==> src/design/seq_pkg.sv <==
// Purpose: shared constants and types of the capture sequencer
// Assumes: 32-bit register bus, one word per register
// Notes:   offsets are byte addresses
package seq_pkg;
  // ==========================================
  // widths and counts
  localparam int ADDR_W             = 8;
  localparam int RES_W              = 12;
  localparam int ACC_W              = 16;
  localparam int HP_SUMS            = 16;
  localparam int SCL_EDGES_PER_CONV = 18;
  // ==========================================
  // register offsets
  localparam logic [7:0] CTRL_OFS     = 8'h00;
  localparam logic [7:0] CONFIG_OFS   = 8'h04;
  localparam logic [7:0] INTERVAL_OFS = 8'h08;
  localparam logic [7:0] STATUS_OFS   = 8'h0C;
  localparam logic [7:0] ACC_OFS      = 8'h10;
  localparam logic [7:0] BUF_OFS      = 8'h40;
  localparam logic [7:0] BUF_END      = 8'h7C;
  // ==========================================
  // field positions
  localparam int LAUNCH_BIT   = 0;
  localparam int ABORT_BIT    = 1;
  localparam int MODE_LSB     = 0;
  localparam int POLICY_LSB   = 4;
  localparam int SCAN_LSB     = 8;
  localparam int OSC_BIT      = 12;
  localparam int ACCEN_LSB    = 16;
  localparam int ST_BUSY_BIT  = 0;
  localparam int ST_FULL_BIT  = 1;
  localparam int ST_ACCV_BIT  = 2;
  localparam int ST_ALERT_BIT = 3;
  localparam int ST_COUNT_LSB = 8;
  // ==========================================
  // reset values and masks
  localparam logic [31:0] CONFIG_RESET   = 32'h0000_0100;
  localparam logic [31:0] CONFIG_MASK    = 32'h0003_1377;
  localparam logic [7:0]  INTERVAL_RESET = 8'h00;
  // ==========================================
  // codes
  localparam logic [2:0] MODE_AUTO       = 3'h6;
  localparam logic [2:0] MODE_HIGH_PREC  = 3'h7;
  localparam logic [2:0] POL_STOP_BURST  = 3'h0;
  localparam logic [2:0] POL_START_BURST = 3'h1;
  localparam logic [2:0] POL_PRE_ALERT   = 3'h4;
  localparam logic [2:0] POL_POST_ALERT  = 3'h6;
  localparam logic [1:0] RESP_OKAY       = 2'h0;
  localparam logic [1:0] RESP_SLVERR     = 2'h2;
  typedef enum logic [1:0] {
    ST_IDLE    = 2'b00,
    ST_CONVERT = 2'b01,
    ST_GAP     = 2'b10
  } seq_state_t;
endpackage

==> src/design/chan_accumulator.sv <==
// Purpose: running sum of one channel's conversion results
// Assumes: at most sixteen additions between clears
// Notes:   no saturation needed, sixteen full-scale results fit
`timescale 1ns/1ps
module chan_accumulator #(
  parameter int IN_W  = 12,
  parameter int SUM_W = 16
) (
  // clock and reset
  input  wire logic             clock,
  input  wire logic             reset_n,
  // control and data
  input  wire logic             clear,
  input  wire logic             add_en,
  input  wire logic [IN_W-1:0]  sample,
  output logic      [SUM_W-1:0] sum
);
  logic [SUM_W-1:0] sum_q;
  logic [SUM_W-1:0] sum_d;

  if (SUM_W < IN_W + 4)
  begin : g_bad_width
    $error("SUM_W too narrow for sixteen samples");
  end

  // ==========================================
  // sum
  always_comb
  begin
    sum_d = sum_q;
    if (clear)
      sum_d = '0;
    else if (add_en)
      sum_d = sum_q + SUM_W'(sample);
  end

  always_ff @(posedge clock)
  begin
    if (!reset_n)
      sum_q <= '0;
    else
      sum_q <= sum_d;
  end

  assign sum = sum_q;
endmodule

==> src/design/autonomous_capture_sequencer.sv <==
// Purpose: autonomous and high-precision conversion sequencer
// Assumes: converter and comparator on the same clock, scl from a pin
// Notes:   registers over an AXI4-Lite slave
//
// Design decisions made here: the AXI4-Lite interface to the registers and the register offsets.
`timescale 1ns/1ps
module autonomous_capture_sequencer #(
  parameter int BUF_DEPTH   = 16,
  parameter int LOW_OSC_DIV = 16
) (
  // clock and reset
  input  wire logic                       clock,
  input  wire logic                       reset_n,
  // register bus, write
  input  wire logic [seq_pkg::ADDR_W-1:0] awaddr,
  input  wire logic                       awvalid,
  output logic                            awready,
  input  wire logic [31:0]                wdata,
  input  wire logic [3:0]                 wstrb,
  input  wire logic                       wvalid,
  output logic                            wready,
  output logic [1:0]                      bresp,
  output logic                            bvalid,
  input  wire logic                       bready,
  // register bus, read
  input  wire logic [seq_pkg::ADDR_W-1:0] araddr,
  input  wire logic                       arvalid,
  output logic                            arready,
  output logic [31:0]                     rdata,
  output logic [1:0]                      rresp,
  output logic                            rvalid,
  input  wire logic                       rready,
  // converter
  output logic                            conv_start,
  output logic                            conv_channel,
  input  wire logic                       conv_done,
  input  wire logic [seq_pkg::RES_W-1:0]  conv_result,
  // threshold comparator
  input  wire logic [1:0]                 thresh_high_flags,
  input  wire logic [1:0]                 thresh_low_flags,
  // serial bus clock pin
  input  wire logic                       scl_in,
  // completion
  output logic                            busy_ready
);
  import seq_pkg::*;

  localparam int PTR_W = $clog2(BUF_DEPTH);
  localparam int CNT_W = PTR_W + 1;
  localparam logic [CNT_W-1:0] FULL_CNT = CNT_W'(BUF_DEPTH);
  localparam logic [PTR_W-1:0] LAST_PTR = PTR_W'(BUF_DEPTH - 1);
  localparam logic [4:0] SCL_LAST = 5'(SCL_EDGES_PER_CONV - 1);
  localparam logic [7:0] PRESC_TOP = 8'(LOW_OSC_DIV - 1);

  if (BUF_DEPTH < 2 || BUF_DEPTH > 16 || (BUF_DEPTH & (BUF_DEPTH - 1)) != 0)
  begin : g_bad_depth
    $error("BUF_DEPTH must be a power of two from 2 to 16");
  end
  if (LOW_OSC_DIV < 2 || LOW_OSC_DIV > 256)
  begin : g_bad_div
    $error("LOW_OSC_DIV must lie from 2 to 256");
  end

  // ==========================================
  // declarations
  logic              aw_held_q, aw_held_d, w_held_q, w_held_d;
  logic [ADDR_W-1:0] waddr_q, waddr_d;
  logic [31:0]       wdata_q, wdata_d, rdata_q, rdata_d;
  logic [3:0]        wstrb_q, wstrb_d;
  logic              awready_q, awready_d, wready_q, wready_d;
  logic              bvalid_q, bvalid_d, arready_q, arready_d;
  logic              rvalid_q, rvalid_d;
  logic [1:0]        bresp_q, bresp_d, rresp_q, rresp_d;
  logic [31:0]       config_q, config_d, cfg_mask;
  logic [7:0]        interval_q, interval_d;
  logic              launch_p, abort_p;
  logic [31:0]       rd_word, status_word;
  logic              rd_err;

  seq_state_t        state_q, state_d;
  logic              busy_q, busy_d, ch_q, ch_d;
  logic              start_q, start_d;
  logic [RES_W-1:0]  buf_q [BUF_DEPTH];
  logic [RES_W-1:0]  buf_d [BUF_DEPTH];
  logic [PTR_W-1:0]  ptr_q, ptr_d;
  logic [CNT_W-1:0]  count_q, count_d;
  logic              alert_seen_q, alert_seen_d;
  logic [7:0]        gap_q, gap_d, presc_q, presc_d;
  logic [4:0]        scl_cnt_q, scl_cnt_d;
  logic [5:0]        hp_cnt_q, hp_cnt_d, hp_last;
  logic              acc_valid_q, acc_valid_d;
  logic              scl_s1_q, scl_s2_q, scl_s3_q;
  logic              acc_clear, buf_we, store_ok, osc_tick, scl_rise;
  logic [1:0]        acc_add;
  logic [ACC_W-1:0]  acc_sum [2];

  logic [2:0] mode, policy;
  logic [1:0] scan, acc_allow;
  logic       hp, auto_m, manual, dual, alert_hit;

  assign mode      = config_q[MODE_LSB +: 3];
  assign policy    = config_q[POLICY_LSB +: 3];
  assign scan      = config_q[SCAN_LSB +: 2];
  assign acc_allow = config_q[ACCEN_LSB +: 2];
  assign hp        = (mode == MODE_HIGH_PREC);
  assign auto_m    = (mode == MODE_AUTO);
  assign manual    = !hp && !auto_m;
  assign dual      = &scan;
  assign alert_hit = |((thresh_high_flags | thresh_low_flags) & scan);
  assign hp_last   = dual ? 6'(2 * HP_SUMS - 1) : 6'(HP_SUMS - 1);
  assign cfg_mask  = {{8{wstrb_q[3]}}, {8{wstrb_q[2]}}, {8{wstrb_q[1]}},
                      {8{wstrb_q[0]}}} & CONFIG_MASK;

  // ==========================================
  // read decode
  always_comb
  begin
    status_word = '0;
    status_word[ST_BUSY_BIT]  = busy_q;
    status_word[ST_FULL_BIT]  = (count_q == FULL_CNT);
    status_word[ST_ACCV_BIT]  = acc_valid_q;
    status_word[ST_ALERT_BIT] = alert_seen_q;
    status_word[ST_COUNT_LSB +: CNT_W] = count_q;
    rd_word = '0;
    rd_err  = 1'b0;
    if (araddr >= BUF_OFS && araddr <= BUF_END && araddr[1:0] == 2'h0)
    begin
      // buffer reads as zero in high-precision mode
      if (!hp && int'(araddr[5:2]) < BUF_DEPTH)
        rd_word = 32'(buf_q[araddr[PTR_W+1:2]]);
    end
    else
    begin
      case (araddr)
        CTRL_OFS:     rd_word = '0;
        CONFIG_OFS:   rd_word = config_q;
        INTERVAL_OFS: rd_word = 32'(interval_q);
        STATUS_OFS:   rd_word = status_word;
        ACC_OFS:      rd_word = {acc_sum[1], acc_sum[0]};
        default:      rd_err  = 1'b1;
      endcase
    end
  end

  // ==========================================
  // register bus slave
  always_comb
  begin
    aw_held_d  = aw_held_q;
    w_held_d   = w_held_q;
    waddr_d    = waddr_q;
    wdata_d    = wdata_q;
    wstrb_d    = wstrb_q;
    bvalid_d   = bvalid_q;
    bresp_d    = bresp_q;
    rvalid_d   = rvalid_q;
    rdata_d    = rdata_q;
    rresp_d    = rresp_q;
    config_d   = config_q;
    interval_d = interval_q;
    launch_p   = 1'b0;
    abort_p    = 1'b0;
    if (awvalid && awready_q)
    begin
      aw_held_d = 1'b1;
      waddr_d   = awaddr;
    end
    if (wvalid && wready_q)
    begin
      w_held_d = 1'b1;
      wdata_d  = wdata;
      wstrb_d  = wstrb;
    end
    if (bvalid_q && bready)
      bvalid_d = 1'b0;
    if (aw_held_q && w_held_q && !bvalid_q)
    begin
      aw_held_d = 1'b0;
      w_held_d  = 1'b0;
      bvalid_d  = 1'b1;
      bresp_d   = RESP_OKAY;
      case (waddr_q)
        CTRL_OFS:
        begin
          launch_p = wstrb_q[0] && wdata_q[LAUNCH_BIT];
          abort_p  = wstrb_q[0] && wdata_q[ABORT_BIT];
        end
        CONFIG_OFS:   config_d = (config_q & ~cfg_mask) | (wdata_q & cfg_mask);
        INTERVAL_OFS: interval_d = wstrb_q[0] ? wdata_q[7:0] : interval_q;
        STATUS_OFS:   bresp_d = RESP_OKAY;
        ACC_OFS:      bresp_d = RESP_OKAY;
        default:      bresp_d = RESP_SLVERR;
      endcase
    end
    awready_d = !aw_held_d && !bvalid_d;
    wready_d  = !w_held_d && !bvalid_d;
    if (rvalid_q && rready)
      rvalid_d = 1'b0;
    if (arvalid && arready_q)
    begin
      rvalid_d = 1'b1;
      rdata_d  = rd_word;
      rresp_d  = rd_err ? RESP_SLVERR : RESP_OKAY;
    end
    arready_d = !rvalid_d;
  end

  always_ff @(posedge clock)
  begin
    if (!reset_n)
    begin
      aw_held_q  <= 1'b0;
      w_held_q   <= 1'b0;
      waddr_q    <= '0;
      wdata_q    <= '0;
      wstrb_q    <= '0;
      awready_q  <= 1'b0;
      wready_q   <= 1'b0;
      bvalid_q   <= 1'b0;
      bresp_q    <= RESP_OKAY;
      arready_q  <= 1'b0;
      rvalid_q   <= 1'b0;
      rdata_q    <= '0;
      rresp_q    <= RESP_OKAY;
      config_q   <= CONFIG_RESET;
      interval_q <= INTERVAL_RESET;
    end
    else
    begin
      aw_held_q  <= aw_held_d;
      w_held_q   <= w_held_d;
      waddr_q    <= waddr_d;
      wdata_q    <= wdata_d;
      wstrb_q    <= wstrb_d;
      awready_q  <= awready_d;
      wready_q   <= wready_d;
      bvalid_q   <= bvalid_d;
      bresp_q    <= bresp_d;
      arready_q  <= arready_d;
      rvalid_q   <= rvalid_d;
      rdata_q    <= rdata_d;
      rresp_q    <= rresp_d;
      config_q   <= config_d;
      interval_q <= interval_d;
    end
  end

  // ==========================================
  // sequencer
  always_comb
  begin
    state_d      = state_q;
    busy_d       = busy_q;
    ch_d         = ch_q;
    start_d      = 1'b0;
    buf_d        = buf_q;
    ptr_d        = ptr_q;
    count_d      = count_q;
    alert_seen_d = alert_seen_q;
    gap_d        = gap_q;
    scl_cnt_d    = scl_cnt_q;
    hp_cnt_d     = hp_cnt_q;
    acc_valid_d  = acc_valid_q;
    acc_clear    = 1'b0;
    acc_add      = 2'b00;
    buf_we       = 1'b0;
    // slow oscillator is a divided tick of the fast one
    osc_tick = !config_q[OSC_BIT] || presc_q == 8'h00;
    presc_d  = !config_q[OSC_BIT] ? 8'h00 : (presc_q == 8'h00 ? PRESC_TOP : presc_q - 8'h01);
    scl_rise = scl_s2_q && !scl_s3_q;
    store_ok = !auto_m || policy != POL_POST_ALERT || alert_seen_q || alert_hit;
    if (alert_hit && state_q != ST_IDLE)
      alert_seen_d = 1'b1;
    case (state_q)
      ST_IDLE:
      begin
        if (launch_p && !abort_p)
        begin
          ptr_d        = '0;
          count_d      = '0;
          hp_cnt_d     = '0;
          alert_seen_d = 1'b0;
          acc_valid_d  = 1'b0;
          acc_clear    = 1'b1;
          busy_d       = 1'b1;
          ch_d         = (scan == 2'b10);
          scl_cnt_d    = '0;
          state_d      = manual ? ST_GAP : ST_CONVERT;
          start_d      = !manual;
        end
      end
      ST_CONVERT:
      begin
        if (conv_done)
        begin
          ch_d      = dual ? !ch_q : ch_q;
          state_d   = ST_GAP;
          gap_d     = interval_q;
          scl_cnt_d = '0;
          if (hp)
          begin
            // a disabled accumulator keeps its cleared value
            acc_add[ch_q] = acc_allow[ch_q];
            hp_cnt_d = hp_cnt_q + 6'h01;
            if (hp_cnt_q == hp_last)
            begin
              state_d     = ST_IDLE;
              busy_d      = 1'b0;
              acc_valid_d = 1'b1;
            end
          end
          else if (store_ok)
          begin
            buf_we = 1'b1;
            buf_d[ptr_q] = conv_result;
            ptr_d = (ptr_q == LAST_PTR) ? '0 : ptr_q + 1'b1;
            if (count_q != FULL_CNT)
              count_d = count_q + 1'b1;
            if (auto_m && count_q == FULL_CNT - 1'b1 &&
                (policy == POL_START_BURST || policy == POL_POST_ALERT))
            begin
              state_d = ST_IDLE;
              busy_d  = 1'b0;
            end
          end
        end
      end
      ST_GAP:
      begin
        if (manual)
        begin
          // one conversion per frame of serial clock edges
          if (scl_rise)
          begin
            scl_cnt_d = scl_cnt_q + 5'h01;
            if (scl_cnt_q == SCL_LAST)
            begin
              state_d = ST_CONVERT;
              start_d = 1'b1;
            end
          end
        end
        else if (gap_q == 8'h00)
        begin
          state_d = ST_CONVERT;
          start_d = 1'b1;
        end
        else if (osc_tick)
          gap_d = gap_q - 8'h01;
      end
      default: state_d = ST_IDLE;
    endcase
    if (auto_m && policy == POL_PRE_ALERT && alert_hit && state_q != ST_IDLE)
    begin
      state_d = ST_IDLE;
      busy_d  = 1'b0;
      start_d = 1'b0;
    end
    if (abort_p && state_q != ST_IDLE)
    begin
      state_d     = ST_IDLE;
      busy_d      = 1'b0;
      start_d     = 1'b0;
      acc_valid_d = 1'b0;
    end
  end

  always_ff @(posedge clock)
  begin
    if (!reset_n)
    begin
      state_q      <= ST_IDLE;
      busy_q       <= 1'b0;
      ch_q         <= 1'b0;
      start_q      <= 1'b0;
      buf_q        <= '{default: '0};
      ptr_q        <= '0;
      count_q      <= '0;
      alert_seen_q <= 1'b0;
      gap_q        <= '0;
      presc_q      <= '0;
      scl_cnt_q    <= '0;
      hp_cnt_q     <= '0;
      acc_valid_q  <= 1'b0;
      scl_s1_q     <= 1'b0;
      scl_s2_q     <= 1'b0;
      scl_s3_q     <= 1'b0;
    end
    else
    begin
      state_q      <= state_d;
      busy_q       <= busy_d;
      ch_q         <= ch_d;
      start_q      <= start_d;
      buf_q        <= buf_d;
      ptr_q        <= ptr_d;
      count_q      <= count_d;
      alert_seen_q <= alert_seen_d;
      gap_q        <= gap_d;
      presc_q      <= presc_d;
      scl_cnt_q    <= scl_cnt_d;
      hp_cnt_q     <= hp_cnt_d;
      acc_valid_q  <= acc_valid_d;
      scl_s1_q     <= scl_in;
      scl_s2_q     <= scl_s1_q;
      scl_s3_q     <= scl_s2_q;
    end
  end

  // ==========================================
  // accumulators
  for (genvar c = 0; c < 2; c++)
  begin : g_acc
    chan_accumulator #(
      .IN_W  (RES_W),
      .SUM_W (ACC_W)
    ) u_acc (
      .clock   (clock),
      .reset_n (reset_n),
      .clear   (acc_clear),
      .add_en  (acc_add[c]),
      .sample  (conv_result),
      .sum     (acc_sum[c])
    );
  end

  // ==========================================
  // outputs
  assign awready      = awready_q;
  assign wready       = wready_q;
  assign bvalid       = bvalid_q;
  assign bresp        = bresp_q;
  assign arready      = arready_q;
  assign rvalid       = rvalid_q;
  assign rdata        = rdata_q;
  assign rresp        = rresp_q;
  assign conv_start   = start_q;
  assign conv_channel = ch_q;
  assign busy_ready   = busy_q;
endmodule

==> config.mk <==
export PLATFORM = sky130hd
export DESIGN_NAME = autonomous_capture_sequencer
export DESIGN_NICKNAME = d
export VERILOG_FILES = /design/src/design/seq_pkg.sv /design/src/design/chan_accumulator.sv /design/src/design/autonomous_capture_sequencer.sv
export SDC_FILE = /design/constraint.sdc
export NUM_CORES = 1
export LEC_CHECK = 0
export BUFFER_PORTS_ARGS = -buffer_cell sky130_fd_sc_hd__buf_2
export CAP_MARGIN = 20
export CELL_PAD_IN_SITES_DETAIL_PLACEMENT = 0
export CELL_PAD_IN_SITES_GLOBAL_PLACEMENT = 1
export CORE_MARGIN = 5
export CORE_UTILIZATION = 45
export CTS_BUF_LIST = sky130_fd_sc_hd__clkbuf_8 sky130_fd_sc_hd__clkbuf_16
export DETAILED_ROUTE_END_ITERATION = 10
export PLACE_DENSITY_LB_ADDON = 0.1
export SKIP_CTS_REPAIR_TIMING = 1
export SLEW_MARGIN = 25
export SYNTH_ARGS = -nofsm -noshare
export SYNTH_HDL_FRONTEND = slang
export SYNTH_SLANG_ARGS = --single-unit
==> constraint.sdc <==
create_clock -name clock -period 3.7 [get_ports clock]
set_clock_uncertainty 0.15 [all_clocks]
set_input_delay 0.555 -clock clock [delete_from_list [all_inputs] [get_ports clock]]
set_output_delay 0.555 -clock clock [all_outputs]
set_load 0.01 [all_outputs]
== Word level (Yosys, flattened, before mapping) ==
Index checks and enable logic that the tools add are counted.

* Word-level logic and storage cells: 289
* Bits of input ports: 77
* Register bits: 396

* Multiplexer cells: 98
* Bitwise logic cells: 12
* Reductions and logical operators: 73
* Equality and inequality tests: 42
* Order comparisons: 7
* $add $sub $neg: 8

{| class="wikitable"
|+ Operators by type and width
! kind !! count
|-
| $bwmux W192 || 1
|-
| $pmux W32 S4 || 1
|-
| $bmux W12 S4 || 1
|-
| $demux W12 S4 || 1
|-
| $mux W12 || 4
|-
| $mux W5 || 9
|-
| $mux W1 || 40
|-
| $add A16 B12 Y16 || 2
|-
| $and A32 B18 Y32 || 1
|-
| $and A32 B32 Y32 || 1
|-
| $eq A8 B4 Y1 const B || 4
|-
| $logic_not A8 Y1 || 4
|-
| $mux W2 || 16
|-
| $mux W32 || 1
|-
| $mux W8 || 4
|-
| $not A18 Y32 || 1
|-
| $or A32 B32 Y32 || 1
|-
| $ne A2 B2 Y1 const B || 13
|-
| $logic_and A1 B1 Y1 || 25
|-
| $reduce_and A5 Y1 || 5
|-
| $mux W4 || 6
|-
| $ne A3 B3 Y1 const B || 7
|-
| $mux W6 || 3
|-
| $eq A8 B3 Y1 const B || 2
|-
| other kinds (44) || 87
|}

== Depth between registers and ports, before layout ==
* Depth in word-level cells: 9
* Depth in mapped cells: 10
* Gate-level depth less buffers: 9

== Modules after synthesis ==
From an unflattened synthesis, not the netlist that was laid out.

* Cells, all modules: 1763
* Area, all modules: 16498.3 um2

{| class="wikitable"
|+ Modules (own cells, without submodules)
! module !! area each (um2) !! times used !! cells an instance !! seq. area each (um2)
|-
| autonomous_capture_sequencer || 14173.6 || 1 || 1485 || 6446.2
|-
| chan_accumulator at g_acc[1].u_acc || 1173.6 || 1 || 138 || 320.3
|-
| chan_accumulator at g_acc[0].u_acc || 1151.1 || 1 || 140 || 320.3
|}

== Worst setup path after synthesis ==
No wires, ideal clock.

* Path kind: in2reg
* From: input port conv_result[1] (netlist name)
* To: register g_acc[0].u_acc.sum_q[12]
* Path slack: 0.860 ns
* Arrival: 2.620 ns
* Cell stages on the path: 10
* Library setup time: 0.071 ns
* Path buffers: 2
* Data required time: 3.479 ns
* Cells stage by stage: clkbuf_1 clkbuf_1 inv_1 fa_1 nand2b_1 a21oi_1 o211ai_1 a21o_1 or3_1 a21oi_1

* Cells in the longest elaborated chain, start to end: 1

{| class="wikitable"
|+ RTL lines
! what !! line !! RTL
|-
| start: declaration || autonomous_capture_sequencer.sv:37 || <nowiki>input wire logic [seq_pkg::RES_W-1:0] conv_result,</nowiki>
|-
| $add A16 B12 Y16 || chan_accumulator.sv:34 || <nowiki>sum_d = sum_q + SUM_W'(sample);</nowiki>
|-
| end signal: assignment || chan_accumulator.sv:42 || <nowiki>sum_q <= sum_d;</nowiki>
|-
| end: declaration || chan_accumulator.sv:18 || <nowiki>logic [SUM_W-1:0] sum_q;</nowiki>
|}

Every way passes these cells.
A chain may end at the register's enable or synchronous reset.

==> results.md <==
- The total overflow reported by the global router is 0.
- The count of endpoints failing hold in the final timing report was 0.
- After detailed routing, the wire length on met1 is 22.8 mm.
- Setup repair after global routing left no endpoint under its margin.
- The number of global-route vias before repair is 12800.
- The number of input and output port buffers inserted is 98.
- The simple-gate share of the synthesized area is 20.6%.
- After detailed routing, the average wire length per cell comes to 19.7 um.
- Measured along the x axis, the die boundary spans 205 um.
- The xor and xnor fraction of the mapped netlist area is 2.00%.
- Counting stages on the worst path, the most repeated cell is nand2_1.
- The row count is 71.
- Across the run, the number of max-cap violations was 0.
- For this design, the slowest cell found on the critical path is and3_1.
- The tree is rooted in a clkbuf_16.
- Dividing the final minimum period by the clock period gives around four fifths.
- The most frequently used flop master after synthesis is dfxtp_1.
- The clock tree synthesis step divided the H-tree into 2 levels.
- In this run the worst path has a maximum fanout of 21.
- The number of different library cells used by synthesis comes to 70.
- After technology mapping, the gate count stands at 1819.
- A synthesized cell averages 9.38 um^2.
- Summed over all layers, the routed wires come to 47.7 mm.
- The worst slew margin relative to its limit is 44.2%.
- The total half-perimeter wirelength after legalization and detailed placement is 31.9 mm.
- The initial antenna violation count was 0.
- Traced cell by cell, the critical path runs through o21ai_0 -> nand2_1 -> o41a_1 -> and3_1 -> nand2_1 -> a21boi_1.
- The run finished with clean final reports.
- The setup path with the least slack is of type reg2reg.
- The clock tree from TritonCTS is built.
- After the flow finishes, the layout carries non-filler instances totaling 2419.
- For the worst setup path, the data required time is 4020 ps.
- The completed layout was analyzed and its total power is 0.00834 W.
- The accumulated negative setup slack is 0 ps.
- Leaving out fill and tap cells, the most frequent cell in the layout is dfxtp_1.
- The worst voltage drop across the vdd grid is 0.000337 V.
- The family of cells with the greatest summed delay on the critical path is simple AND/OR/NAND/NOR gates.
- The clock drives 354 sinks.
- The clock insertion delay at the later pin of the skew report is 560 ps.
- The worst setup path is captured at a flip-flop.
- The number of nets at the end of the flow is 1995.
- Once placement completed, the tool counted placed cells totaling 2346.
- The pin count of the biggest net entering global routing is 188.
- The final antenna-violating net count is 0.
- The routed length on met3 is 2.31 mm.
- Data on the critical path arrives at its endpoint at between 3000 and 4000 ps.
- The average via count per standard cell is between 5 and 6.
- The die covers 0.0419 mm^2.
- Cells with a size suffix above 1 make up 15.0% of the layout.
- The synthesized design contains 0 enable-type register cells.
- The routed design could run at a clock period as short as roughly 3000 ps.
- The upper clock frequency limit is 0.341 GHz.
- The power per standard cell area is 429 mW/mm^2.
- The area fraction in compound gates after synthesis is 12.3%.
- Summing over every cut layer, the via total after detailed routing is 13200.
- The sequential fraction of the synthesis area is between 40% and 50%.
- The DRC violations left is 0.
- In the layout the commonest cells are dfxtp_1 (354), nand2_1 (282), nor2b_1 (162), mux2i_1 (152), buf_2 (96).
- The launching element type of the critical path is a flip-flop.
- By area, the combinational part of the netlist is dominated by simple AND/OR/NAND/NOR gates.
- The initial utilization of the core area, before any placement, comes to 45.4%.
- The initial detailed-routing violation count is 838.
- The synthesized-area fraction occupied by adder cells is 2.95%.
- TritonCTS created 42 clock buffers.
- The critical path contains buffers and inverters numbering 0 combined.
- For this run, the slowest stage of the critical path takes 830 ps.
- No sink is reached through more buffers than the 3 on the longest clock path.
- Clock-pin slew was measured on the worst setup and hold paths at 60 ps.
- The diode insertion count for antenna repair is 0.
- The final weighted congestion in routability-driven placement is 0.848.
- Yosys printed 0 warnings.
- The area of the mapped netlist is 0.0171 mm^2.
- 121 I/O pins were placed.
- The number of max-slew violations in the final report came to 0.
- The transition time at the pin with the least slew margin is roughly 840 ps.
- The first global-routing pass estimated about 75 mm of wire.
- The synthesized flop and latch total is 354.
- The area of the placeable core is 0.0376 mm^2.
- The die is 205 um tall.
- The highest routed metal layer is met4.
- The wire length on met2 is 21.6 mm.
- Summed over all cells, the static leakage comes to 7.11 nW.
- The number of iterations in the first detailed-routing pass is 5.
- For this run, the total global-route usage over all layers was measured as 22.7%.
- The final-report setup violation count is 0.
- Counting flops with an async set or reset pin after synthesis yields a share of 0%.
- The multiplexer share of the synthesized area is 16.9%.
- The classification of the worst-slack hold path is in2reg.
- Relative to the synthesized area, the layout overhead comes to 14.0%.
-- sequential cells by signal, indices dropped and copies added, names as in the netlist, 2 cells and up, named ones only --
name,flops
wstrb_q,3
presc_q,8
rdata,32
buf_q,192
wdata_q,13
ptr_q,4
scl_cnt_q,5
hp_cnt_q,6
gap_q,8
state_q,2
interval_q,8
g_acc.u_acc.sum,32
count_q,5
waddr_q,8
-- synthesized netlist by cell type, types with 3 or more instances --
library cell	number	share of area, %
o211ai_1	9	0.40
nor4b_1	3	0.15
a211oi_1	9	0.40
or4_1	3	0.13
buf_2	17	0.50
and3_1	20	0.73
nand4_1	10	0.37
nor3_1	25	0.73
xor2_1	10	0.51
o31ai_1	3	0.13
a221oi_1	10	0.51
or3_1	14	0.51
ha_1	37	2.7
nand2_1	282	6.2
a31oi_1	13	0.48
and2_1	17	0.62
mux4_2	60	7.9
clkbuf_1	102	2.2
o21ai_0	48	1.4
a21boi_1	53	2.3
xnor2_1	29	1.5
nor2_1	69	1.5
a21boi_0	51	2.2
nor2b_1	162	5.9
o22ai_1	10	0.37
a21o_1	10	0.44
dfxtp_1	354	42
nand2b_1	13	0.48
mux2i_1	152	8.9
buf_4	10	0.44
nor4_1	5	0.18
a22oi_1	6	0.26
inv_1	19	0.42
o21ai_1	5	0.15
nand3b_1	5	0.22
a21oi_1	64	1.9
nor3b_1	4	0.18
o21a_1	5	0.22
nand3_1	58	1.7
-- final timing paths --
kind,startpoint,endpoint,slack [ps],cells after the start
worst max-delay path,flip-flop,buf_q[125]$_SDFFE_PN0P_,770,6
worst min-delay path,scl_in,scl_s1_q$_SDFF_PN0_,70,2
worst max register to register,flip-flop,buf_q[125]$_SDFFE_PN0P_,770,6
worst min register to register,scl_s1_q$_SDFF_PN0_,scl_s2_q$_SDFF_PN0_,290,1
-- cells by family (layout without fill, tap and decap cells) --
kind of cell    count (synthesis)  count (layout)
simple gates                  706             706
flops                         354             354
compound gates                316             316
mux                           213             213
buf+inv                       151             239
fa+ha+maj                      39              39
xor+xnor                       39              39
other cells                     1               2
-- power breakdown --
group | total (W) | switching [W] | internal [W]
clock | 0.00407 | 0.00164 | 0.00244
sequential | 0.00386 | 0.0000240 | 0.00384
combinational | 0.000403 | 0.000249 | 0.000154
-- layout make-up --
cell class              instances  area, um^2
clock buffers                  53        1210
clock inverters                20         145
fillers                      3525       18100
inverters                      19        71.3
multi-input cells            1315        9370
flip-flops and latches        354        7090
well taps                     511         639
repair buffers                147         930
-- routing by layer --
layer | up-vias | global-route usage [%]
met3 | 69 | 4.34
li1 | 6491 | -
met2 | 241 | 35.8
met5 | - | 0
met1 | 6388 | 32.4
met4 | 0 | 5.38
-- per-stage QoR --
step | area (um^2) | utilization, % | hold WS (ps) | worst slack [ps]
after floorplan | 17100 | - | 262 | 860
after global placement | 18100 | 48.2 | 284 | 466
after detailed placement | 18100 | 48.2 | 281 | 464
after CTS | 19500 | 51.8 | 35.4 | 847
after global routing | 19500 | 51.8 | 71.9 | 563
final | 19500 | 51.8 | 66.9 | 767
(Power assumes the default switching activity.)
